--- src/fcd_consts.svh ---
// fcd_consts.svh: named numbers for the fixture command decoder
// assumes: included by bare name from the decoder module and from the bench
`ifndef FCD_CONSTS_SVH
`define FCD_CONSTS_SVH

`define FCD_SLOTS         12
`define FCD_AXES          5
`define FCD_LIMITS        6
// default slot positions, zero based
`define FCD_SLOT_PAN      4'h0
`define FCD_SLOT_TILT     4'h2
`define FCD_SLOT_COLOR    4'h4
`define FCD_SLOT_SHUTTER  4'h6
`define FCD_SLOT_FOCUS    4'h8
`define FCD_SLOT_CMD      4'hA
`define FCD_SLOT_ACT      4'hB
`define FCD_SLOT_LAST     4'hB
// command code lower bounds, each band runs up to the next bound minus one
`define FCD_C_PAN_MIN     8'h33
`define FCD_C_PAN_MAX     8'h3F
`define FCD_C_TILT_MIN    8'h4D
`define FCD_C_TILT_MAX    8'h59
`define FCD_C_FOC_MIN     8'h66
`define FCD_C_FOC_MAX     8'h73
`define FCD_C_RECAL_PT    8'h80
`define FCD_C_RECAL_FOC   8'h8C
`define FCD_C_RECAL_COL   8'h99
`define FCD_C_RECAL_SHU   8'hA6
`define FCD_C_RECAL_ALL   8'hB3
`define FCD_C_SERVO_OFF   8'hBF
`define FCD_C_SERVO_ON    8'hCC
`define FCD_C_LAMP_OFF    8'hD9
`define FCD_C_LAMP_ON     8'hE6
`define FCD_C_NONE_HI     8'hF2
// activate slot levels
`define FCD_ACT_IDLE_HI   8'h09
`define FCD_ACT_RESET     8'h82
`define FCD_ACT_ON_LO     8'hE6
// hold time before a command runs
`define FCD_HOLD_TIME_MS  1000
`define FCD_CLK_KHZ       200000
`define FCD_HOLD_CYCLES   (`FCD_HOLD_TIME_MS * `FCD_CLK_KHZ)
// reset values
`define FCD_LIM_MIN_RST   16'h0000
`define FCD_LIM_MAX_RST   16'hFFFF
`define FCD_POS_RST       16'h0000
`define FCD_SPD_RST       8'h00

`endif

--- src/fcd_pkg.sv ---
// fcd_pkg.sv: types for the fixture command decoder
// assumes: nothing beyond the constants header
package fcd_pkg;
    typedef enum logic [1:0] {
        FCD_ST_IDLE = 2'b00,
        FCD_ST_HOLD = 2'b01,
        FCD_ST_DONE = 2'b10
    } fcd_state_t;

    typedef enum logic [3:0] {
        FCD_CMD_NONE      = 4'b0000,
        FCD_CMD_PAN_MIN   = 4'b0001,
        FCD_CMD_PAN_MAX   = 4'b0010,
        FCD_CMD_TILT_MIN  = 4'b0011,
        FCD_CMD_TILT_MAX  = 4'b0100,
        FCD_CMD_FOC_MIN   = 4'b0101,
        FCD_CMD_FOC_MAX   = 4'b0110,
        FCD_CMD_RECAL_PT  = 4'b0111,
        FCD_CMD_RECAL_FOC = 4'b1000,
        FCD_CMD_RECAL_COL = 4'b1001,
        FCD_CMD_RECAL_SHU = 4'b1010,
        FCD_CMD_RECAL_ALL = 4'b1011,
        FCD_CMD_SERVO_OFF = 4'b1100,
        FCD_CMD_SERVO_ON  = 4'b1101,
        FCD_CMD_LAMP_OFF  = 4'b1110,
        FCD_CMD_LAMP_ON   = 4'b1111
    } fcd_cmd_t;

    typedef enum logic [1:0] {
        FCD_ACT_IDLE  = 2'b00,
        FCD_ACT_RESET = 2'b01,
        FCD_ACT_ON    = 2'b10,
        FCD_ACT_OTHER = 2'b11
    } fcd_act_t;
endpackage : fcd_pkg

--- src/fcd_decoder.sv ---
// fcd_decoder.sv: slot value decoder and remote command interpreter of a searchlight fixture
// assumes: slot bytes arrive already addressed, one per slot_wr pulse, frame_done after the last
//
// Summary of operation
// - pan target from slots 1 and 2
// - tilt target from slots 3 and 4
// - color roll slots 5,6; zero first frame
// - shutter slots 7,8; zero closed, full open
// - focus slots 9,10; zero spot, full flood
// - slot 11 command; 0-50, 242-255 no action
// - codes 51-62 pan min, 63-76 pan max
// - codes 77-88 tilt min, 89-101 tilt max
// - codes 102-114 focus min, 115-127 focus max
// - 128-139 recal pan/tilt, 140-152 recal focus
// - 153-165 color, 166-178 shutter, 179-190 all recal
// - 191-203 servos off, 204-216 servos on
// - 217-229 lamp off, 230-241 lamp strike
// - slot 12: 0-9 idle, 130 reset, 230-255 activate
// - follow mode takes new slot values at each frame_done
// - speed mode reads one speed slot per axis
// - per axis width in follow mode and per function slot offset configurable
// - first slot high byte, second low byte
// - speed layout: position odd, speed even slot
// - set captures position; reset restores full range
`timescale 1ns/1ps
`include "fcd_consts.svh"

module fcd_decoder #(
    parameter int unsigned HOLD_CYCLES = `FCD_HOLD_CYCLES
) (
    input  wire logic                  ref_clk,
    input  wire logic                  rst,
    input  wire logic                  slot_wr,
    input  wire logic [3:0]            slot_idx,
    input  wire logic [7:0]            slot_data,
    input  wire logic                  frame_done,
    input  wire logic                  speed_mode,
    input  wire logic [4:0]            axis_wide,
    input  wire logic [6:0][3:0]       fn_slot,
    output logic      [4:0][15:0]      axis_pos,
    output logic      [4:0][7:0]       axis_speed,
    output logic      [5:0][15:0]      limit_word,
    output logic      [3:0]            recal_pulse,
    output logic                       servo_enable,
    output logic                       lamp_enable,
    output logic                       lamp_strike,
    output logic                       cmd_done
);

    // ==========================================================
    // helpers
    function automatic logic [15:0] slot_word(input logic [11:0][7:0] s,
                                              input logic [3:0] b, input logic wide);
        logic [3:0] b1;
        b1 = 4'(b + 4'h1);
        if (b > `FCD_SLOT_LAST) begin
            slot_word = `FCD_POS_RST;
        end else if (wide && b < `FCD_SLOT_LAST) begin
            slot_word = {s[b], s[b1]};
        end else begin
            slot_word = {s[b], s[b]};
        end
    endfunction : slot_word

    function automatic logic [7:0] slot_byte(input logic [11:0][7:0] s, input logic [3:0] b);
        if (b > `FCD_SLOT_LAST) begin
            slot_byte = `FCD_SPD_RST;
        end else begin
            slot_byte = s[b];
        end
    endfunction : slot_byte

    function automatic fcd_pkg::fcd_cmd_t decode_cmd(input logic [7:0] c);
        if (c < `FCD_C_PAN_MIN || c >= `FCD_C_NONE_HI) decode_cmd = fcd_pkg::FCD_CMD_NONE;
        else if (c < `FCD_C_PAN_MAX) decode_cmd = fcd_pkg::FCD_CMD_PAN_MIN;
        else if (c < `FCD_C_TILT_MIN) decode_cmd = fcd_pkg::FCD_CMD_PAN_MAX;
        else if (c < `FCD_C_TILT_MAX) decode_cmd = fcd_pkg::FCD_CMD_TILT_MIN;
        else if (c < `FCD_C_FOC_MIN) decode_cmd = fcd_pkg::FCD_CMD_TILT_MAX;
        else if (c < `FCD_C_FOC_MAX) decode_cmd = fcd_pkg::FCD_CMD_FOC_MIN;
        else if (c < `FCD_C_RECAL_PT) decode_cmd = fcd_pkg::FCD_CMD_FOC_MAX;
        else if (c < `FCD_C_RECAL_FOC) decode_cmd = fcd_pkg::FCD_CMD_RECAL_PT;
        else if (c < `FCD_C_RECAL_COL) decode_cmd = fcd_pkg::FCD_CMD_RECAL_FOC;
        else if (c < `FCD_C_RECAL_SHU) decode_cmd = fcd_pkg::FCD_CMD_RECAL_COL;
        else if (c < `FCD_C_RECAL_ALL) decode_cmd = fcd_pkg::FCD_CMD_RECAL_SHU;
        else if (c < `FCD_C_SERVO_OFF) decode_cmd = fcd_pkg::FCD_CMD_RECAL_ALL;
        else if (c < `FCD_C_SERVO_ON) decode_cmd = fcd_pkg::FCD_CMD_SERVO_OFF;
        else if (c < `FCD_C_LAMP_OFF) decode_cmd = fcd_pkg::FCD_CMD_SERVO_ON;
        else if (c < `FCD_C_LAMP_ON) decode_cmd = fcd_pkg::FCD_CMD_LAMP_OFF;
        else decode_cmd = fcd_pkg::FCD_CMD_LAMP_ON;
    endfunction : decode_cmd

    // ==========================================================
    // slot store and axis targets
    logic [11:0][7:0] slot_reg, slot_next;
    logic [4:0][15:0] pos_reg, pos_next;
    logic [4:0][7:0]  spd_reg, spd_next;

    always_comb begin
        slot_next = slot_reg;
        pos_next  = pos_reg;
        spd_next  = spd_reg;
        if (slot_wr && slot_idx <= `FCD_SLOT_LAST) begin
            slot_next[slot_idx] = slot_data;
        end
        if (frame_done) begin
            for (int i = 0; i < `FCD_AXES; i++) begin
                if (speed_mode) begin
                    pos_next[i] = slot_word(slot_reg, fn_slot[i], 1'b0);
                    spd_next[i] = slot_byte(slot_reg, 4'(fn_slot[i] + 4'h1));
                end else begin
                    pos_next[i] = slot_word(slot_reg, fn_slot[i], axis_wide[i]);
                end
            end
        end
    end

    always_ff @(posedge ref_clk) begin
        if (rst) begin
            slot_reg <= '0;
            pos_reg  <= '0;
            spd_reg  <= '0;
        end else begin
            slot_reg <= slot_next;
            pos_reg  <= pos_next;
            spd_reg  <= spd_next;
        end
    end

    // ==========================================================
    // activation hold and command execution
    logic [7:0]         act_byte;
    fcd_pkg::fcd_act_t  act_cls;
    fcd_pkg::fcd_cmd_t  cmd_live;
    fcd_pkg::fcd_state_t st_reg, st_next;
    fcd_pkg::fcd_act_t  held_reg, held_next;
    logic [27:0]        cnt_reg, cnt_next;
    logic               exec;

    always_comb begin
        act_byte = slot_byte(slot_reg, fn_slot[6]);
        cmd_live = decode_cmd(slot_byte(slot_reg, fn_slot[5]));
        if (act_byte <= `FCD_ACT_IDLE_HI) begin
            act_cls = fcd_pkg::FCD_ACT_IDLE;
        end else if (act_byte == `FCD_ACT_RESET) begin
            act_cls = fcd_pkg::FCD_ACT_RESET;
        end else if (act_byte >= `FCD_ACT_ON_LO) begin
            act_cls = fcd_pkg::FCD_ACT_ON;
        end else begin
            act_cls = fcd_pkg::FCD_ACT_OTHER;
        end
    end

    always_comb begin
        st_next   = st_reg;
        held_next = held_reg;
        cnt_next  = cnt_reg;
        exec      = 1'b0;
        case (st_reg)
            fcd_pkg::FCD_ST_IDLE: begin
                cnt_next = '0;
                if ((act_cls == fcd_pkg::FCD_ACT_ON || act_cls == fcd_pkg::FCD_ACT_RESET)
                    && cmd_live != fcd_pkg::FCD_CMD_NONE) begin
                    st_next   = fcd_pkg::FCD_ST_HOLD;
                    held_next = act_cls;
                end
            end
            fcd_pkg::FCD_ST_HOLD: begin
                if (act_cls != held_reg || cmd_live == fcd_pkg::FCD_CMD_NONE) begin
                    st_next = fcd_pkg::FCD_ST_IDLE;
                end else if (cnt_reg >= 28'(HOLD_CYCLES - 1)) begin
                    exec    = 1'b1;
                    st_next = fcd_pkg::FCD_ST_DONE;
                end else begin
                    cnt_next = 28'(cnt_reg + 28'h1);
                end
            end
            fcd_pkg::FCD_ST_DONE: begin
                cnt_next = '0;
                if (act_cls == fcd_pkg::FCD_ACT_IDLE) begin
                    st_next = fcd_pkg::FCD_ST_IDLE;
                end
            end
            default: begin
                st_next = fcd_pkg::FCD_ST_IDLE;
            end
        endcase
    end

    always_ff @(posedge ref_clk) begin
        if (rst) begin
            st_reg   <= fcd_pkg::FCD_ST_IDLE;
            held_reg <= fcd_pkg::FCD_ACT_IDLE;
            cnt_reg  <= '0;
        end else begin
            st_reg   <= st_next;
            held_reg <= held_next;
            cnt_reg  <= cnt_next;
        end
    end

    // ==========================================================
    // command effects
    logic [5:0][15:0] lim_reg, lim_next;
    logic [3:0]       recal_reg, recal_next;
    logic             servo_reg, servo_next;
    logic             lamp_reg, lamp_next;
    logic             strike_reg, strike_next;
    logic             done_reg, done_next;
    logic [2:0]       lim_i;

    always_comb begin
        lim_next    = lim_reg;
        recal_next  = '0;
        servo_next  = servo_reg;
        lamp_next   = lamp_reg;
        strike_next = 1'b0;
        done_next   = exec;
        lim_i       = 3'(cmd_live - 4'h1);
        if (exec) begin
            case (cmd_live)
                fcd_pkg::FCD_CMD_PAN_MIN, fcd_pkg::FCD_CMD_PAN_MAX,
                fcd_pkg::FCD_CMD_TILT_MIN, fcd_pkg::FCD_CMD_TILT_MAX,
                fcd_pkg::FCD_CMD_FOC_MIN, fcd_pkg::FCD_CMD_FOC_MAX: begin
                    if (held_reg == fcd_pkg::FCD_ACT_RESET) begin
                        lim_next[lim_i] = lim_i[0] ? `FCD_LIM_MAX_RST : `FCD_LIM_MIN_RST;
                    end else begin
                        lim_next[lim_i] = pos_reg[lim_i >= 3'h4 ? 3'h4 : 3'(lim_i >> 1)];
                    end
                end
                fcd_pkg::FCD_CMD_RECAL_PT:  recal_next = 4'h1;
                fcd_pkg::FCD_CMD_RECAL_FOC: recal_next = 4'h2;
                fcd_pkg::FCD_CMD_RECAL_COL: recal_next = 4'h4;
                fcd_pkg::FCD_CMD_RECAL_SHU: recal_next = 4'h8;
                fcd_pkg::FCD_CMD_RECAL_ALL: recal_next = 4'hF;
                fcd_pkg::FCD_CMD_SERVO_OFF: servo_next = 1'b0;
                fcd_pkg::FCD_CMD_SERVO_ON:  servo_next = 1'b1;
                fcd_pkg::FCD_CMD_LAMP_OFF:  lamp_next  = 1'b0;
                fcd_pkg::FCD_CMD_LAMP_ON: begin
                    lamp_next   = 1'b1;
                    strike_next = 1'b1;
                end
                default: begin
                    done_next = 1'b0;
                end
            endcase
        end
    end

    always_ff @(posedge ref_clk) begin
        if (rst) begin
            for (int i = 0; i < `FCD_LIMITS; i++) begin
                lim_reg[i] <= (i % 2 == 1) ? `FCD_LIM_MAX_RST : `FCD_LIM_MIN_RST;
            end
            recal_reg  <= '0;
            servo_reg  <= 1'b1;
            lamp_reg   <= 1'b0;
            strike_reg <= 1'b0;
            done_reg   <= 1'b0;
        end else begin
            lim_reg    <= lim_next;
            recal_reg  <= recal_next;
            servo_reg  <= servo_next;
            lamp_reg   <= lamp_next;
            strike_reg <= strike_next;
            done_reg   <= done_next;
        end
    end

    assign axis_pos     = pos_reg;
    assign axis_speed   = spd_reg;
    assign limit_word   = lim_reg;
    assign recal_pulse  = recal_reg;
    assign servo_enable = servo_reg;
    assign lamp_enable  = lamp_reg;
    assign lamp_strike  = strike_reg;
    assign cmd_done     = done_reg;
endmodule : fcd_decoder

--- config.mk ---
export PLATFORM = sky130hd
export DESIGN_NAME = fcd_decoder
export DESIGN_NICKNAME = d
export VERILOG_FILES = /design/src/fcd_pkg.sv /design/src/fcd_decoder.sv
export VERILOG_INCLUDE_DIRS = /design/src
export SDC_FILE = /design/constraint.sdc
export NUM_CORES = 1
export LEC_CHECK = 0
export ABC_AREA = 0
export BUFFER_PORTS_ARGS = -buffer_cell sky130_fd_sc_hd__buf_2
export CAP_MARGIN = 20
export CELL_PAD_IN_SITES_DETAIL_PLACEMENT = 1
export CELL_PAD_IN_SITES_GLOBAL_PLACEMENT = 2
export CORE_ASPECT_RATIO = 1.75
export CORE_MARGIN = 5
export CORE_UTILIZATION = 39
export DETAILED_ROUTE_END_ITERATION = 16
export GPL_TIMING_DRIVEN = 0
export PLACE_DENSITY = 0.82
export SYNTH_ARGS = -nofsm -noshare
export SYNTH_HDL_FRONTEND = slang
export SYNTH_SLANG_ARGS = --single-unit
--- constraint.sdc ---
create_clock -name ref_clk -period 6.2 [get_ports ref_clk]
set_input_delay 1.24 -clock ref_clk [delete_from_list [all_inputs] [get_ports ref_clk]]
set_output_delay 1.24 -clock ref_clk [all_outputs]
set_load 0.05 [all_outputs]
==> results.tsv <==
metric	value	unit
critical_path_class	in2reg	
grt_start_max_net_pins	15	
hold_violations	0	
ys_async_sr_fraction	0	
vias	22700	
clock-sinks	352	
rr_worst_depth	14	
power.net_switching	0.00178	W
drt_iter0_drc	1634	
fin_total_pwr	0.00568	W
reg2reg_to	limit_word[27]	
grt_pass1_wl	168000	um
power_frac_seq	0.412	
syn_area_per_cell	10.1	sq um
first_global_vias	24000	
hold_buffers	0	
cts_buffers	37	
synth_flop_cell	dfxtp_1	
cp_common_cell	mux2i_1	
synth_top_area_cell	dfxtp_1	
htree_levels	2	
cts_root_buf	clkbuf_16	
required	6610	ps
skew	31.8	ps
clk_pin_slew	60	ps
routedWlPerCell	32.7	um
finalCritPeriodShare	0.978	
grt_setup_unrepaired	no	
clk_latency	570	ps
avgViaCountPerCell	6.35	
maxSlewHeadroom	0.207	
final_core_util	0.450	
hold_path_class	reg2reg	
startpoint_type	primary input	
fmax	165	MHz
r2r_slack	820	ps
start_util	0.392	
hold_ws	469	ps
ant_nets	0	
diodes	0	
syn-cell-area	0.0247	sq mm
clkPwrFrac	0.403	
drc	0	
netlist_instances	2437	
die_h	343	um
nets	2810	
core.rowCount	122	
slowest_delay	760	ps
setup_viol	0	
fin_area	0.0284	sq mm
antenna_found_initial	0	
syn-num-nets	2499	
r2r-start	slot_reg[84]	
worst_path_max_delay_cell	a211oi_1	
yosysSeqAreaShare	0.285	
path_cells	buf_2, nand2_1, a211oi_1, o41ai_4, a2111oi_0, a31oi_1, and3_1, a211oi_4, nor2_1, ha_2, clkbuf_2, mux2i_1, nand2_1, mux2i_1, mux2i_1	
run_status	finished clean	
hpwlAfterDp	94700	um
routed_wirelength	117000	um
grt.overflow.total	0	
syn_to_final_growth	14.7	%
drt-pass1-iter-count	5	
grt_usage	0.327	
cap_violations	0	
yosysTopAreaCellShare	0.285	
place_congestion	0.998	
finalCriticalPeriod	6060	ps
worst_pin_slew	1190	ps
clk_path_buf_depth	3	
p_sw_frac	0.313	
critPathArrivalTime	6470	ps
port_buffers	269	
worst_setup_path_end_kind	flop	
peakVddDrop	0.000142	V
yosys_warnings	0	
layout-drive-gt1-share	0.238	
ys_seq_elements	352	
core	0.0630	sq mm
crit_fanout	10	
p_int	0.00390	W
setup_slack	136	ps
cts_tree	built	
pin_count	274	
dieArea	0.0688	sq mm
power.density	200	mW/mm^2
maxSlewViolCount	0	
synth-edff-count	0	
leakagePower	11.4	nW
netlist_top_cells_area	dfxtp_1, mux4_2, mux2i_1	
setup.worst_path.end	limit_word[27]	
crit_start	fn_slot[23]	
pwr-share-comb	0.185	
die-width	200	um
pre_cts_ws	-1260	ps
ys_types	79	
dpl-instance-area	0.0271	sq mm
cell usage in the layout (no fill, tap or decap), drive strengths merged, types with 4 or more instances in the layout:
cell	count
a211oi	57
mux2	41
nand3	14
nand2b	165
o41ai	8
a31oi	46
or2	4
o211ai	45
nand4	14
or4	7
o21ai	65
o21a	6
nor2	316
mux2i	374
clkinv	8
o22ai	21
mux4	261
a21oi	63
clkbuf	270
and2	19
buf	342
nor4	8
ha	12
nor3	9
xor2	10
or3	9
and3	12
o41a	8
dfxtp	352
nor2b	22
nand2	110
o31ai	12
clkinvlp	4
inv	11
and3b	5
final cells by class:
class | instances | area [sq um]
inverters | 8 | 30.0
flip-flops and latches | 352 | 7050
well taps | 806 | 1010
fillers | 7177 | 34700
clock inverters | 17 | 181
plain buffers | 294 | 1240
clock buffers | 45 | 1020
multi-input cells | 1782 | 16500
repair buffers | 273 | 1380
power by group through the flow:
stage          sequential (W)  clock [W]  combinational (W)
6_report              0.00234    0.00229            0.00105
3_5_place_dp          0.00239          0            0.00103
5_1_grt               0.00234    0.00240            0.00110
3_3_place_gp          0.00239          0            0.00101
4_1_cts               0.00234    0.00232            0.00103
2_1_floorplan         0.00245          0           0.000621
worst max-delay path: cells and delay by family:
kind / cells / cell delay, ps
AOI/OAI and AO/OA: 5 / 2200
and+or+nand+nor: 4 / 800
muxes: 3 / 1050
adders and majority gates: 1 / 590
buffers and inverters: 2 / 550
repair_timing:
item	4_1_cts	5_1_grt
endpoints found under the setup margin	84	72
gates resized for setup	8	4
pin swaps	0	2
setup buffers	0	2
how the worst min path moves through the flow:
stage,start,endpoint,slack [ps],cells past startpoint
detailed placement,axis_pos[51],axis_pos[51],460,2
finish,axis_pos[51],axis_pos[51],470,2
global route,axis_pos[49],axis_pos[49],490,2
global placement,cnt_reg[8],cnt_reg[8],450,2
floorplan,cnt_reg[8],cnt_reg[8],440,2
CTS,axis_pos[51],axis_pos[51],470,2
metrics by stage:
step	setup TNS [ps]	std cells
after floorplan	0	2437
after global placement	-75560	3512
after detailed placement	-86840	3513
after CTS	0	3574
after global routing	0	3577
final	0	3577
layer usage:
metal | global-route usage | wire length (um) | vias to the layer above
met5 | 0 | 0 | -
met4 | 0.232 | 10300 | 0
met3 | 0.0598 | 7710 | 422
met2 | 0.591 | 59000 | 1171
met1 | 0.343 | 40000 | 11500
li1 | - | - | 9667
cells by family (layout without fill, tap and decap cells):
kind of cell,count (synthesis),in the layout,synth area share
AND/OR/NAND/NOR,726,726,0.145
multiplexers,676,676,0.408
AO/OA/AOI/OAI,355,355,0.100
flip-flops,352,352,0.285
buffers and inverters,303,637,0.0515
XOR/XNOR,13,13,0.00491
adder cells (fa/ha/maj),12,12,0.00607
cell usage after synthesis (14+ instances only):
cell type / n
mux2i_1: 374
dfxtp_1: 352
nor2_1: 315
mux4_2: 261
clkbuf_1: 225
nand2b_1: 165
nand2_1: 110
a21oi_1: 63
o21ai_0: 62
a211oi_1: 56
a31oi_1: 46
buf_1: 44
o211ai_1: 42
mux2_1: 36
nor2b_1: 22
o22ai_1: 21
and2_1: 19
buf_6: 14
nand3_1: 14
Power figures use the tool's default switching activity.
